<file path="src/include/host_port_consts.vh">
// constants for the dual host bus access port
// What this block does
// - answer vme a32/d16 and a24/d16 cycles for odd modifiers 09..0f and 39..3f
// - vme sub-address comes from address bits 8 to 15
// - vme base is switch setting times 10000 hex, plus offset
// - each sub-address sits at offset sub-address times 100 hex
// - raise vme irq level 3 while samples wait in memory
// - any write to the interrupt register clears the pending flag
// - the acquisition launch command also clears the pending flag
// - irq inhibit bit 1 of the control word blocks the vme irq
// - reading the interrupt register returns one while data waits
// - samples read repeatedly at one port address, single or block
// - gpib device address taken from the switch, 0 to 29
// - first gpib character written is the target sub-address
// - one data byte follows the sub-address, except sub-address ff
// - read setup is ff, count low, count high, then sub-address
// - after setup exactly the requested byte count is returned
// - gpib sample words go out as two bytes, high byte first
// - assert gpib service request when memory fill completes
// - no parallel or serial poll answer; host scans interrupt registers
// - service request drops on interrupt register write or launch
// - gpib listen address 30 is accepted as broadcast
// - strap routes busy or matrix start marker to the front output
// - strap picks external clock input or on-board oscillator
// - jumper absent selects vme, fitted selects gpib
// - sample port is sub-address 0c on gpib and 0d on vme
// - sample pointer steps on each memory read
`ifndef HOST_PORT_CONSTS_VH
`define HOST_PORT_CONSTS_VH
`define AM_A32_MASK 6'h30
`define AM_A32_VAL 6'h00
`define AM_A24_VAL 6'h30
`define AM_LOW_BITS 6'h09
`define SUB_RAM_GPIB 8'h0c
`define SUB_RAM_VME 8'h0d
`define SUB_PTR_LO 8'h0e
`define SUB_PTR_HI 8'h0f
`define SUB_CTRL 8'h10
`define SUB_LAUNCH 8'h17
`define SUB_INTR 8'h03
`define SUB_READ_SETUP 8'hff
`define CTRL_INHIBIT_BIT 1
`define CTRL_RESET 8'h00
`define GPIB_BCAST_ADDR 5'h1e
`define GPIB_LISTEN_BASE 2'b01
`define GPIB_TALK_BASE 2'b10
`define GPIB_UNLISTEN 7'h3f
`define AXI_CTRL 4'h0
`define AXI_STATUS 4'h4
`define AXI_PTR 4'h8
`define AXI_OKAY 2'b00
`define AXI_SLVERR 2'b10
`endif

</file>
<file path="src/hdl/host_port.v">
// vme, gpib and axi4-lite access logic of the digitizer board
//
// The register offsets and the AXI4-Lite register port were left to the implementer.
`timescale 1ns/1ps
`include "host_port_consts.vh"
module host_port (
    input wire aclk,
    input wire aresetn,
    input wire [3:0] s_axi_awaddr,
    input wire s_axi_awvalid,
    output reg s_axi_awready,
    input wire [31:0] s_axi_wdata,
    input wire [3:0] s_axi_wstrb,
    input wire s_axi_wvalid,
    output reg s_axi_wready,
    output reg [1:0] s_axi_bresp,
    output reg s_axi_bvalid,
    input wire s_axi_bready,
    input wire [3:0] s_axi_araddr,
    input wire s_axi_arvalid,
    output reg s_axi_arready,
    output reg [31:0] s_axi_rdata,
    output reg [1:0] s_axi_rresp,
    output reg s_axi_rvalid,
    input wire s_axi_rready,
    input wire [15:0] switch_addr,
    input wire gpib_jumper,
    input wire strap_sync_sel,
    input wire strap_osc_sel,
    input wire busy_in,
    input wire matrix_start,
    input wire acq_done,
    input wire [15:0] ram_rdata,
    input wire [15:0] reg_rdata,
    input wire vme_as_n,
    input wire vme_ds_n,
    input wire vme_write_n,
    input wire [5:0] vme_am,
    input wire [31:1] vme_addr,
    input wire [31:0] vme_d_i,
    output reg [31:0] vme_d_o,
    output reg vme_d_oe,
    output reg vme_dtack_oe,
    output reg vme_irq3_oe,
    input wire [7:0] gpib_dio_i,
    output reg [7:0] gpib_dio_o,
    output reg gpib_dio_oe,
    input wire gpib_atn_n,
    input wire gpib_dav_n_i,
    output reg gpib_dav_oe,
    input wire gpib_nrfd_n_i,
    output reg gpib_nrfd_oe,
    input wire gpib_ndac_n_i,
    output reg gpib_ndac_oe,
    output reg gpib_srq_oe,
    output reg cmd_wr,
    output reg [7:0] cmd_sub,
    output reg [15:0] cmd_data,
    output reg [7:0] reg_addr,
    output reg [15:0] ram_addr,
    output reg front_out,
    output reg clk_ext_sel
);
    localparam V_IDLE = 3'b001;
    localparam V_WAIT = 3'b010;
    localparam V_ACK = 3'b100;
    localparam T_IDLE = 4'b0001;
    localparam T_SET = 4'b0010;
    localparam T_DAV = 4'b0100;
    localparam T_GAP = 4'b1000;

    // read value seen by a host at a sub-address
    function [15:0] rd_val;
        input [7:0] sub;
        input [15:0] ram;
        input [15:0] other;
        input flag;
        input [7:0] ctrl;
        input [15:0] ptr;
        begin
            if (sub == `SUB_RAM_VME || sub == `SUB_RAM_GPIB)
                rd_val = ram;
            else if (sub == `SUB_INTR)
                rd_val = {15'h0000, flag};
            else if (sub == `SUB_CTRL)
                rd_val = {8'h00, ctrl};
            else if (sub == `SUB_PTR_LO)
                rd_val = {8'h00, ptr[7:0]};
            else if (sub == `SUB_PTR_HI)
                rd_val = {8'h00, ptr[15:8]};
            else
                rd_val = other;
        end
    endfunction

    reg flag_q;
    reg [7:0] ctrl_q;
    reg [2:0] v_state_q;
    reg [7:0] v_sub_q;
    reg v_rd_q;
    reg listen_q;
    reg talk_q;
    reg acc_q;
    reg [2:0] g_idx_q;
    reg [7:0] g_sub_q;
    reg [7:0] rd_sub_q;
    reg [15:0] cnt_q;
    reg lsb_phase_q;
    reg [3:0] t_state_q;

    wire am_a24 = (vme_am & `AM_A32_MASK) == `AM_A24_VAL;
    wire am_a32 = (vme_am & `AM_A32_MASK) == `AM_A32_VAL;
    wire am_ok = (vme_am & `AM_LOW_BITS) == `AM_LOW_BITS;
    wire base_ok = am_a24 ? (vme_addr[23:16] == switch_addr[7:0]) :
        (vme_addr[31:16] == switch_addr);
    wire v_hit = !gpib_jumper && !vme_as_n && !vme_ds_n && am_ok &&
        (am_a24 || am_a32) && base_ok;
    wire v_start = (v_state_q == V_IDLE) && v_hit;
    wire v_wr = v_start && !vme_write_n;

    // gpib byte decode
    wire [4:0] my_addr = switch_addr[4:0];
    wire [6:0] g_cmd = gpib_dio_i[6:0];
    wire g_part = gpib_jumper && (!gpib_atn_n || (listen_q && !talk_q));
    wire g_take = g_part && !acc_q && !gpib_dav_n_i;
    wire g_data = g_take && gpib_atn_n;
    wire g_wr = g_data && (g_idx_q == 3'd4);

    // one write event from whichever host is active
    wire host_we = v_wr || g_wr;
    wire [7:0] host_sub = v_wr ? vme_addr[15:8] : g_sub_q;
    wire [15:0] host_dat = v_wr ? vme_d_i[15:0] : {8'h00, gpib_dio_i};
    wire clr_ev = host_we && (host_sub == `SUB_INTR ||
        host_sub == `SUB_LAUNCH);

    wire v_inc = (v_state_q == V_ACK) && vme_ds_n && v_rd_q &&
        (v_sub_q == `SUB_RAM_VME);
    wire g_inc = (t_state_q == T_DAV) && gpib_ndac_n_i && lsb_phase_q &&
        (rd_sub_q == `SUB_RAM_GPIB);

    // axi4-lite slave
    wire aw_take = s_axi_awvalid && s_axi_wvalid && !s_axi_bvalid &&
        !s_axi_awready;
    wire ar_take = s_axi_arvalid && !s_axi_rvalid && !s_axi_arready;
    wire axi_ctrl_we = aw_take && s_axi_awaddr == `AXI_CTRL &&
        s_axi_wstrb[0];

    always @(posedge aclk) begin
        if (!aresetn) begin
            s_axi_awready <= 1'b0;
            s_axi_wready <= 1'b0;
            s_axi_bvalid <= 1'b0;
            s_axi_bresp <= `AXI_OKAY;
            s_axi_arready <= 1'b0;
            s_axi_rvalid <= 1'b0;
            s_axi_rresp <= `AXI_OKAY;
            s_axi_rdata <= 32'h00000000;
        end else begin
            s_axi_awready <= aw_take;
            s_axi_wready <= aw_take;
            s_axi_arready <= ar_take;
            if (aw_take) begin
                s_axi_bvalid <= 1'b1;
                s_axi_bresp <= (s_axi_awaddr == `AXI_CTRL) ?
                    `AXI_OKAY : `AXI_SLVERR;
            end else if (s_axi_bready) begin
                s_axi_bvalid <= 1'b0;
            end
            if (ar_take) begin
                s_axi_rvalid <= 1'b1;
                s_axi_rresp <= `AXI_OKAY;
                case (s_axi_araddr)
                    `AXI_CTRL: s_axi_rdata <= {24'h000000, ctrl_q};
                    `AXI_STATUS:
                        s_axi_rdata <= {30'h00000000, gpib_jumper, flag_q};
                    `AXI_PTR: s_axi_rdata <= {16'h0000, ram_addr};
                    default: begin
                        s_axi_rdata <= 32'h00000000;
                        s_axi_rresp <= `AXI_SLVERR;
                    end
                endcase
            end else if (s_axi_rready) begin
                s_axi_rvalid <= 1'b0;
            end
        end
    end

    // shared state: pending flag, control word, sample pointer
    always @(posedge aclk) begin
        if (!aresetn) begin
            flag_q <= 1'b0;
            ctrl_q <= `CTRL_RESET;
            ram_addr <= 16'h0000;
            cmd_wr <= 1'b0;
            cmd_sub <= 8'h00;
            cmd_data <= 16'h0000;
        end else begin
            if (acq_done)
                flag_q <= 1'b1;
            else if (clr_ev)
                flag_q <= 1'b0;
            if (host_we && host_sub == `SUB_CTRL)
                ctrl_q <= host_dat[7:0];
            else if (axi_ctrl_we)
                ctrl_q <= s_axi_wdata[7:0];
            if (acq_done)
                ram_addr <= 16'h0000;
            else if (host_we && host_sub == `SUB_PTR_LO)
                ram_addr[7:0] <= host_dat[7:0];
            else if (host_we && host_sub == `SUB_PTR_HI)
                ram_addr[15:8] <= host_dat[7:0];
            else if (v_inc || g_inc)
                ram_addr <= ram_addr + 16'h0001;
            cmd_wr <= host_we;
            if (host_we) begin
                cmd_sub <= host_sub;
                cmd_data <= host_dat;
            end
        end
    end

    // vme slave cycle, block transfers repeat while as stays low
    always @(posedge aclk) begin
        if (!aresetn) begin
            v_state_q <= V_IDLE;
            v_sub_q <= 8'h00;
            v_rd_q <= 1'b0;
            vme_d_o <= 32'h00000000;
            vme_d_oe <= 1'b0;
            vme_dtack_oe <= 1'b0;
        end else begin
            case (v_state_q)
                V_IDLE: begin
                    if (v_start) begin
                        v_sub_q <= vme_addr[15:8];
                        v_rd_q <= vme_write_n;
                        v_state_q <= V_WAIT;
                    end
                end
                V_WAIT: begin
                    vme_d_o <= {16'h0000, rd_val(v_sub_q, ram_rdata,
                        reg_rdata, flag_q, ctrl_q, ram_addr)};
                    vme_d_oe <= v_rd_q;
                    vme_dtack_oe <= 1'b1;
                    v_state_q <= V_ACK;
                end
                V_ACK: begin
                    if (vme_ds_n) begin
                        vme_d_oe <= 1'b0;
                        vme_dtack_oe <= 1'b0;
                        v_state_q <= V_IDLE;
                    end
                end
                default: v_state_q <= V_IDLE;
            endcase
        end
    end

    // gpib acceptor and address/command decoding
    always @(posedge aclk) begin
        if (!aresetn) begin
            listen_q <= 1'b0;
            talk_q <= 1'b0;
            acc_q <= 1'b0;
            gpib_nrfd_oe <= 1'b0;
            gpib_ndac_oe <= 1'b0;
            g_idx_q <= 3'd0;
            g_sub_q <= 8'h00;
            rd_sub_q <= 8'h00;
            cnt_q <= 16'h0000;
            lsb_phase_q <= 1'b0;
        end else if (!gpib_jumper) begin
            listen_q <= 1'b0;
            talk_q <= 1'b0;
            acc_q <= 1'b0;
            gpib_nrfd_oe <= 1'b0;
            gpib_ndac_oe <= 1'b0;
        end else begin
            if (g_take) begin
                acc_q <= 1'b1;
                gpib_nrfd_oe <= 1'b1;
                gpib_ndac_oe <= 1'b0;
            end else if (acc_q && gpib_dav_n_i) begin
                acc_q <= 1'b0;
                gpib_ndac_oe <= 1'b1;
                gpib_nrfd_oe <= 1'b0;
            end else if (!acc_q) begin
                gpib_ndac_oe <= g_part;
                gpib_nrfd_oe <= 1'b0;
            end
            // only listen and talk addresses; polls get no answer
            if (g_take && !gpib_atn_n) begin
                g_idx_q <= 3'd0;
                if (g_cmd == {`GPIB_LISTEN_BASE, my_addr} ||
                    g_cmd == {`GPIB_LISTEN_BASE, `GPIB_BCAST_ADDR})
                    listen_q <= 1'b1;
                else if (g_cmd == `GPIB_UNLISTEN)
                    listen_q <= 1'b0;
                if (g_cmd == {`GPIB_TALK_BASE, my_addr}) begin
                    talk_q <= 1'b1;
                    listen_q <= 1'b0;
                end else if (g_cmd[6:5] == `GPIB_TALK_BASE)
                    talk_q <= 1'b0;
            end
            if (g_data) begin
                case (g_idx_q)
                    3'd0: begin
                        g_sub_q <= gpib_dio_i;
                        g_idx_q <= (gpib_dio_i == `SUB_READ_SETUP) ?
                            3'd1 : 3'd4;
                    end
                    3'd1: begin
                        cnt_q[7:0] <= gpib_dio_i;
                        g_idx_q <= 3'd2;
                    end
                    3'd2: begin
                        cnt_q[15:8] <= gpib_dio_i;
                        g_idx_q <= 3'd3;
                    end
                    3'd3: begin
                        rd_sub_q <= gpib_dio_i;
                        lsb_phase_q <= 1'b0;
                        g_idx_q <= 3'd0;
                    end
                    default: g_idx_q <= 3'd0;
                endcase
            end
            if (t_state_q == T_DAV && gpib_ndac_n_i) begin
                cnt_q <= cnt_q - 16'h0001;
                if (rd_sub_q == `SUB_RAM_GPIB)
                    lsb_phase_q <= !lsb_phase_q;
            end
        end
    end

    // gpib source handshake for talker bytes
    wire [15:0] t_word = rd_val(rd_sub_q, ram_rdata, reg_rdata, flag_q,
        ctrl_q, ram_addr);
    wire [7:0] t_byte = (rd_sub_q == `SUB_RAM_GPIB && !lsb_phase_q) ?
        t_word[15:8] : t_word[7:0];
    always @(posedge aclk) begin
        if (!aresetn) begin
            t_state_q <= T_IDLE;
            gpib_dio_o <= 8'h00;
            gpib_dio_oe <= 1'b0;
            gpib_dav_oe <= 1'b0;
        end else if (!talk_q || !gpib_atn_n || !gpib_jumper) begin
            t_state_q <= T_IDLE;
            gpib_dio_oe <= 1'b0;
            gpib_dav_oe <= 1'b0;
        end else begin
            case (t_state_q)
                T_IDLE: begin
                    if (cnt_q != 16'h0000 && gpib_nrfd_n_i) begin
                        gpib_dio_o <= t_byte;
                        gpib_dio_oe <= 1'b1;
                        t_state_q <= T_SET;
                    end else begin
                        gpib_dio_oe <= 1'b0;
                    end
                end
                T_SET: begin
                    if (gpib_nrfd_n_i) begin
                        gpib_dav_oe <= 1'b1;
                        t_state_q <= T_DAV;
                    end
                end
                T_DAV: begin
                    if (gpib_ndac_n_i) begin
                        gpib_dav_oe <= 1'b0;
                        t_state_q <= T_GAP;
                    end
                end
                T_GAP: t_state_q <= T_IDLE;
                default: t_state_q <= T_IDLE;
            endcase
        end
    end

    // interrupt lines, straps and read address
    always @(posedge aclk) begin
        if (!aresetn) begin
            vme_irq3_oe <= 1'b0;
            gpib_srq_oe <= 1'b0;
            reg_addr <= 8'h00;
            front_out <= 1'b0;
            clk_ext_sel <= 1'b0;
        end else begin
            vme_irq3_oe <= !gpib_jumper && flag_q &&
                !ctrl_q[`CTRL_INHIBIT_BIT];
            gpib_srq_oe <= gpib_jumper && flag_q;
            reg_addr <= gpib_jumper ? rd_sub_q :
                v_start ? vme_addr[15:8] : v_sub_q;
            front_out <= strap_sync_sel ? matrix_start : busy_in;
            clk_ext_sel <= !strap_osc_sel;
        end
    end
endmodule // host_port

</file>
<file path="config.mk">
export PLATFORM = sky130hd
export DESIGN_NAME = host_port
export DESIGN_NICKNAME = d
export VERILOG_FILES = /design/src/hdl/host_port.v
export VERILOG_INCLUDE_DIRS = /design/src /design/src/include
export SDC_FILE = /design/constraint.sdc
export NUM_CORES = 1
export LEC_CHECK = 0
export BUFFER_PORTS_ARGS = -buffer_cell sky130_fd_sc_hd__clkbuf_2
export CORE_AREA = 2 2 165 167
export CTS_BUF_LIST = sky130_fd_sc_hd__clkbuf_4 sky130_fd_sc_hd__clkbuf_8
export DETAILED_ROUTE_END_ITERATION = 10
export DIE_AREA = 0 0 167 169
export SLEW_MARGIN = 20
export SYNTH_ARGS = -nofsm -noshare
export SYNTH_HDL_FRONTEND = slang
export SYNTH_SLANG_ARGS = --single-unit
</file>
<file path="constraint.sdc">
create_clock -name aclk -period 8.4 [get_ports aclk]
set_input_delay 0.84 -clock aclk [delete_from_list [all_inputs] [get_ports aclk]]
set_output_delay 0.84 -clock aclk [all_outputs]
set_load 0.005 [all_outputs]
</file>
==> results of run 1 <==
## metal layers
metal / vias to the layer above / global-route usage
met1: 4199 / 0.2810
met4: 0 / 0.06597
li1: 4428 / -
met3: 45 / 0.03881
met5: - / 0
met2: 355 / 0.3391
## power breakdown
| group | internal [uW] | switching [uW] |
|---|---|---|
| Clock | 235 | 328 |
| Combinational | 51.0 | 80.0 |
| Sequential | 804 | 2.72 |
| Total | 1090 | 411 |
## metrics by stage
step | utilization | instance area, um2
final | 0.4079 | 10810
after global placement | 0.3941 | 10440
after detailed placement | 0.3941 | 10440
after CTS | 0.4076 | 10800
after global routing | 0.4079 | 10810
after floorplan | - | 9271
## cell usage in the layout (no fill, tap or decap), types with 28 or more instances in the layout
master	instances
nand2_1	79
nand3_1	29
nor2_1	136
dfxtp_1	169
a21oi_1	103
a211oi_1	54
a22oi_1	28
conb_1	34
nor3_1	34
o21ai_0	39
mux2i_1	53
clkbuf_2	242
## critical path: stages
cell      delay [ns]
clkbuf_2        0.39
nor4_2          0.36
nand4b_1        0.18
or3_4           0.45
or3_1           0.70
or4_1           0.64
a211oi_1        0.24
nor2_1          0.07
## cell families (layout without fill, tap and decap cells)
kind of cell | Yosys count | after routing
AO/OA/AOI/OAI | 306 | 306
buffers and inverters | 130 | 305
multiplexers | 72 | 72
XOR/XNOR | 37 | 37
AND/OR/NAND/NOR | 412 | 412
other | 1 | 35
flip-flops | 169 | 169
adder cells (fa/ha/maj) | 3 | 3
## worst max-delay path by stage
stage	to	depth (start not counted)	startpoint	slack [ns]
floorplan	flag_q	9	vme_am[4]	5.19
global placement	flag_q	8	gpib_jumper	4.44
detailed placement	flag_q	8	gpib_jumper	4.43
CTS	flag_q	8	gpib_jumper	4.91
global route	flag_q	8	gpib_jumper	4.80
finish	flag_q	8	gpib_jumper	4.89
## registers in the layout, summed over array words and instances (netlist names), 16 cells and up
signal,count
cmd_data,16
ram_addr,16
s_axi_rdata,16
cnt_q,16
vme_d_o,16
## layout make-up
| type | count | area (um2) | area share |
|---|---|---|---|
| clock buffer | 17 | 234.0 | 0.02164 |
| clock inverter | 15 | 125.1 | 0.01157 |
| tap | 341 | 426.7 | 0.03947 |
| timing repair buffer | 252 | 1286 | 0.1190 |
| sequential | 169 | 3383 | 0.3130 |
| inverter | 21 | 80.08 | 0.007407 |
| antenna | 1 | 2.502 | 0.0002315 |
| multi-input combinational | 864 | 5273 | 0.4877 |
==> results.yml, run 1 <==
sta:
  clock_skew_ns: 0.01928
  relSlewSlack: 0.2565
  tns_ns: 0
  setup_viol_count_final: 0
  worst_slew_pin_slew_ns: 1.107
  period_share: 0.4177
  timing.fmax_mhz: 285.0
  rsz0062_at_grt: "false"
  slew_violations: 0
  fin_crit_ns: 3.508
  setup_ws_ns: 4.892
  timing.hold.ws_ns: 0.4694
  hold_viol: 0
route:
  wl_um: 30740
  vias: 9027
  drtAntennaViolNets: 0
  met2WireLength_um: 14000
  wl_per_cell_um: 18.30
  highest_layer: "met4"
  drt_iter0_drc: 664
  wl_met1_um: 13980
  drcViolationCount: 0
  wl_met3_um: 2039
  first_pass_iters: 5
  vias_per_cell: 5.373
clock_network:
  post_cts_resized: 0
  cts.clk_slew.worst_paths_ns: 0.09
  clock_latency_ns: 0.48
  cts_buffer_depth: 2
  cts_sinks: 169
  cts_root_buffer: "clkbuf_8"
  cts_setup_buffers: 0
  cts_tree: "built"
  cts_buffers: 17
  cts_hold_buf: 0
  htreeDepth: 4
synth:
  synthSimpleGateAreaFrac: 0.2277
  yosys.area_share.adder: 0.004103
  netlist_top_cells_count: "169 x dfxtp_1, 137 x nor2_1, 103 x a21oi_1"
  ys_seq_area_frac: 0.3699
  synth_xor_area_frac: 0.03543
  synth_edf_count: 0
  synth.distinct_cells: 69
  syn_area_mm2: 0.009148
  ys.flop_type: "dfxtp_1"
  yosys.area.top_type: "dfxtp_1"
  synth_area_leaders: "dfxtp_1 37%, mux2i_1 5.8%, a21oi_1 5.6%"
  synthMuxAreaShare: 0.08138
  async_flop_share: 0
  synth_compound_area_frac: 0.2123
  synth_top_family_by_area: "simple AND/OR/NAND/NOR gates"
  ys_seq_elements: 169
  syn_avg_cell_area_um2: 8.095
  synth_top_area_frac: 0.3699
  yosysMostFrequentCell: "dfxtp_1"
  synthCells: 1130
  ys_warn_count: 0
floorplanning:
  die_h_um: 169
  core_mm2: 0.02650
  initial_core_util: 0.3452
  ios: 329
  design.die.area_mm2: 0.02822
  fp-row-count: 60
  die_w_um: 167
layout:
  fin_nets: 1517
  fillers: 2738
  area_delta_synth_final_pct: 18.18
  drive_gt1_frac: 0.2444
  fin_cells: 1680
global_route:
  grt_usage: 0.2088
  grt_pass1_vias: 8173
  overflow: 0
  grt_max_degree: 66
  grt_pass1_wl_um: 46580
  antenna_found_initial: 1
critical_path:
  path_class: "input pin to flip-flop"
  r2r-start: "v_state_q[0]"
  r2r_cells: 7
  ff2ff_setup_slack_ns: 5.26
  arrival_ns: 3.87
  cp_max_fo: 26
  r2r-end: "flag_q"
  start_kind: "input pin"
  cp-end-kind: "flip-flop"
  worstPathRequired_ns: 8.77
placement:
  post-place-ws_ns: 4.428
  placed_cells: 1647
  io_buffers: 242
  hpwl_um: 22790
  place.gp.congestion: 0.8908
pwr:
  p_per_area_mw_per_mm2: 138.8
  design_power_total_uw: 1501
  leakage_uw: 0.004406
  peakVddDrop_uv: 82.60
status:
  status: "finished, final reports clean"
worst_hold_path:
  hold_depth: 2
  min-delay-start: "cmd_data[13]"
  whs_endpoint: "cmd_data[13]"
  min_path_type: "flip-flop to flip-flop"
flow_run:
  maxCapViolCount: 0
No activity file was read; power rests on OpenSTA's default activity.
==> run 2: changes to the inputs <==
==> constraint.sdc (replaced) <==
create_clock -name aclk -period 3.3 [get_ports aclk]
set_input_delay 0.33 -clock aclk [delete_from_list [all_inputs] [get_ports aclk]]
set_output_delay 0.33 -clock aclk [all_outputs]
set_load 0.005 [all_outputs]
==> run 2 against run 1 <==
Critical path depth grew 2. Clock power rose to 2.9 times the previous value. Global-route usage up 0.41 points. Cell area rose by 2.6%. Count of clock-buffer cells in the layout rose by 5. Register-to-register slack worse by 4.7 ns. Clock skew is 0.00095 ns higher. Utilization rose by 1.1 points. Sequential share of layout area is 0.79 points lower. Sequential power grew to 2.5 times the previous value.
==> results.yml, run 2 (same netlist as run 1, synthesis figures left out) <==
clock_network:
  cts_tree: "built"
  htreeDepth: 4
  cts_buffer_depth: 2
  cts.clk_slew.worst_paths_ns: 0.10
  cts_buffers: 17
  cts_sinks: 169
  cts_setup_buffers: 0
  clock_latency_ns: 0.48
  cts_root_buffer: "clkbuf_8"
  post_cts_resized: 0
sta:
  slew_violations: 0
  tns_ns: 0
  clock_skew_ns: 0.02024
  timing.fmax_mhz: 367.7
  timing.hold.ws_ns: 0.07216
  relSlewSlack: 0.5267
  period_share: 0.8241
  setup_viol_count_final: 0
  fin_crit_ns: 2.720
  hold_viol: 0
  worst_slew_pin_slew_ns: 0.7100
  rsz0062_at_grt: "false"
floorplanning:
  initial_core_util: 0.3452
  die_h_um: 169
  fp-row-count: 60
  design.die.area_mm2: 0.02822
  ios: 329
  core_mm2: 0.02650
  die_w_um: 167
route:
  wl_um: 30940
  wl_per_cell_um: 18.11
  drcViolationCount: 0
  vias: 9210
  first_pass_iters: 7
  drtAntennaViolNets: 0
  vias_per_cell: 5.392
  drt_iter0_drc: 614
layout:
  seq_area_mm2: 0.003383
  drive_gt1_frac: 0.2597
  antenna_cells: 0
  fin_cells: 1708
  final_common_cell: "clkbuf_2"
  fillers: 2739
  multi_input_area_mm2: 0.005268
  fin_nets: 1546
  area_delta_synth_final_pct: 21.24
  layout_common_cells: "242 x clkbuf_2, 169 x dfxtp_1, 136 x nor2_1"
critical_path:
  cp-end-kind: "flip-flop"
  start_kind: "flip-flop"
  setup.worst_path.start: "cnt_q[0]"
  worstPathRequired_ns: 3.63
  cp_max_fo: 9
  path_class: "flip-flop to flip-flop"
  arrival_ns: 3.05
  r2r-start: "cnt_q[0]"
global_route:
  antenna_found_initial: 0
  top_usage_layer: "met2"
  overflow: 0
  grt_usage: 0.2128
  grt_max_degree: 40
  grtUsageMet1: 0.2862
  grt_use_met3: 0.03764
  use_met2: 0.3502
  grt_pass1_wl_um: 47550
  grt_pass1_vias: 8485
placement:
  io_buffers: 242
  place.gp.congestion: 0.8910
  placed_cells: 1675
  hpwl_um: 23340
worst_hold_path:
  min_path_type: "input pin to flip-flop"
  min-delay-start: "vme_d_i[13]"
pwr:
  leakage_uw: 0.004575
  p_per_area_mw_per_mm2: 362.3
  peakVddDrop_uv: 209.8
flow_run:
  maxCapViolCount: 0
status:
  status: "finished, final reports clean"
[run 2: cell types whose count changed in the layout (fill, tap and decap cells not counted), sizes merged]
cell and change:
buf +28, dlygate4sd3 +1, bufinv +2, inv -3, clkbuf +5, diode -1
clkinv -4
[run 2: final timing paths]
check / end / slack [ns] / cells past startpoint
worst min-delay path: cmd_data[13] / 0.07 / 3
worst max-delay path: gpib_dio_o[3] / 0.58 / 10
worst min register to register: rd_sub_q[6] / 0.47 / 2
worst max register to register: gpib_dio_o[3] / 0.58 / 10
[run 2: timing repair]
item / CTS / global route
hold buffers: 1 / 0
setup endpoints to repair: 0 / 0
endpoints found under the hold margin: 1 / 0
[run 2: critical path, stage by stage, from the launching register on]
cell and delay, ns:
dfxtp_1 0.33, inv_1 0.09, ha_1 0.18, or3b_2 0.56, nor4_1 0.45, nand2_1 0.14
nand3_1 0.33, buf_4 0.22, nor2_1 0.05, a21oi_1 0.13, o22ai_1 0.09
[run 2: cell type report]
type / count / share of cell area
clock buffer: 22 / 0.02561
timing repair buffer: 281 / 0.1358
inverter: 21 / 0.007220
sequential: 169 / 0.3051
tap: 341 / 0.03847
multi-input combinational: 864 / 0.4750
clock inverter: 10 / 0.01286
[run 2: through the flow]
stage | util | power (uW) | setup slack, ns | cell area (um2)
after detailed placement | 0.4020 | 2441 | 0.4474 | 10650
final | 0.4185 | 4018 | 0.5804 | 11090
after global routing | 0.4185 | 4164 | 0.3403 | 11090
after global placement | 0.4020 | 2438 | 0.4405 | 10650
after CTS | 0.4185 | 4050 | 0.5937 | 11090
after floorplan | - | 2293 | 0.6041 | 9271
[run 2: power by group]
part | leakage, uW | switching (uW) | internal [uW]
clock | 0.000218 | 803 | 818
combinational | 0.00299 | 204 | 138
sequential | 0.00136 | 6.70 | 2050
[run 2: metal layers]
metal	vias up	part of all wire
li1	4470	-
met1	4316	0.44
met2	394	0.47
met3	30	0.072
met4	0	0.016
met5	-	0
==> run 3: changes to the inputs <==
==> constraint.sdc (replaced) <==
create_clock -name aclk -period 2.43 [get_ports aclk]
set_input_delay 0.243 -clock aclk [delete_from_list [all_inputs] [get_ports aclk]]
set_output_delay 0.243 -clock aclk [all_outputs]
set_load 0.005 [all_outputs]
==> run 3 against run 2 <==
Non-clock buffer count rose by 98. Critical path depth fell by 3. Clock power rose by 29%. Worst hold slack got worse by 0.047 ns. Count of clock-buffer cells in the layout fell by 3. Setup slack got worse by 0.51 ns. Maximum frequency rose by 15%. Highest routed layer is now met5. Largest power group unchanged.
==> results.yml, run 3 (same netlist as run 1, synthesis figures left out) <==
pwr:
  switchingPower_uw: 1433
  p_int_uw: 3975
  design_power_total_uw: 5408
  p_comb_frac: 0.098
  p_sw_frac: 0.2650
  clkPwrFrac: 0.386
  leakage_uw: 0.005090
  p_per_area_mw_per_mm2: 451.1
  peakVddDrop_uv: 297.7
  seqPwrFrac: 0.516
floorplanning:
  die_w_um: 167
  core_mm2: 0.02650
  initial_core_util: 0.3452
  ios: 329
  design.die.area_mm2: 0.02822
  fp-row-count: 60
  die_h_um: 169
sta:
  period_share: 0.9716
  timing.fmax_mhz: 423.6
  hold_viol: 0
  fin_crit_ns: 2.361
  rsz0062_at_grt: "true"
  clock_skew_ns: 0.01877
  timing.hold.ws_ns: 0.02527
  worst_slew_pin_slew_ns: 1.021
  relSlewSlack: 0.3142
  setup_viol_count_final: 0
  slew_violations: 0
critical_path:
  worstPathRequired_ns: 2.80
  arrival_ns: 2.73
  cp_max_fo: 2
  path_class: "flip-flop to flip-flop"
  start_kind: "flip-flop"
  cp-end-kind: "flip-flop"
route:
  wl_um: 32080
  drcViolationCount: 0
  drt_iter0_drc: 792
  first_pass_iters: 5
  wl_per_cell_um: 17.75
  vias_per_cell: 5.330
  drtAntennaViolNets: 0
  vias: 9631
layout:
  fin_cells: 1807
  fin_nets: 1644
  multi_input_area_mm2: 0.005375
  fillers: 2678
  seq_area_mm2: 0.003385
  drive_gt1_frac: 0.3140
  area_delta_synth_final_pct: 31.06
  final_common_cell: "clkbuf_2"
  layout_common_cells: "242 x clkbuf_2, 168 x dfxtp_1, 136 x nor2_1"
global_route:
  overflow: 0
  grt_max_degree: 53
  grt_usage: 0.2202
  antenna_found_initial: 2
  grt_pass1_wl_um: 49020
  grt_pass1_vias: 8848
placement:
  placed_cells: 1757
  hpwl_um: 24140
  place.gp.congestion: 0.9057
  io_buffers: 242
clock_network:
  cts_root_buffer: "clkbuf_8"
  cts_buffer_depth: 2
  htreeDepth: 4
  cts_sinks: 169
  cts.clk_slew.worst_paths_ns: 0.10
  clock_latency_ns: 0.49
  cts_tree: "built"
  cts_buffers: 17
flow_run:
  maxCapViolCount: 0
worst_hold_path:
  min_path_type: "input pin to flip-flop"
status:
  status: "finished, final reports clean"
## run 3: layer usage
layer	up-vias	global-route usage	wire length, um
met5	-	0	13
met4	2	0.08433	929
met3	60	0.04816	2119
met2	372	0.3426	14560
met1	4511	0.2984	14450
li1	4686	-	-
## run 3: repair_timing
item | CTS | global route
hold endpoints to repair | 10 | 0
gates cloned | 0 | 1
gates resized for setup | 1 | 21
pin swaps | 1 | 7
setup buffers | 0 | 5
endpoints found under the setup margin | 2 | 25
hold buffers | 11 | 0
## run 3: metrics by stage
| step | cell area [um2] | util | TNS [ns] | worst slack [ns] |
|---|---|---|---|---|
| 5_1_grt | 11990 | 0.4524 | -0.09477 | -0.02896 |
| 4_1_cts | 11850 | 0.4470 | 0 | 0.03214 |
| 3_5_place_dp | 11330 | 0.4277 | -0.8882 | -0.1481 |
| 6_report | 11990 | 0.4524 | 0 | 0.06911 |
| 3_3_place_gp | 11330 | 0.4277 | -1.481 | -0.1919 |
| 2_1_floorplan | 9305 | - | 0 | 0.01311 |
## run 3: path summary, 6_finish.rpt
| check | start | end | slack, ns | depth (start not counted) |
|---|---|---|---|---|
| worst max register to register | v_state_q[1] | flag_q | 0.07 | 7 |
| worst min register to register | cmd_data[11] | cmd_data[11] | 0.47 | 2 |
| worst max-delay path | v_state_q[1] | flag_q | 0.07 | 7 |
| worst min-delay path | s_axi_rready | s_axi_rvalid | 0.03 | 3 |
## run 3: cell type report
type / count / share of cell area
inverters: 21 / 0.006679
repair buffers: 379 / 0.1937
well taps: 341 / 0.03559
multi-input cells: 864 / 0.4483
clock buffers: 19 / 0.02129
flip-flops and latches: 169 / 0.2823
clock inverters: 13 / 0.01190
diodes: 1 / 0.0002087
## run 3: worst max-delay path: stages, from the launching register on
cell and delay (ns):
dfxtp_2 0.34, nor4_2 0.24, nand4b_1 0.17, or3_4 0.36, or3_4 0.36, or4_4 0.49
a211oi_2 0.22, nor2_1 0.07
## run 3: power groups by stage
stage | clock, uW | sequential (uW) | combinational [uW]
floorplan | 0 | 2850 | 262
global route | 2250 | 2790 | 578
global placement | 0 | 2850 | 503
finish | 2090 | 2790 | 531
detailed placement | 0 | 2850 | 506
CTS | 2130 | 2790 | 523
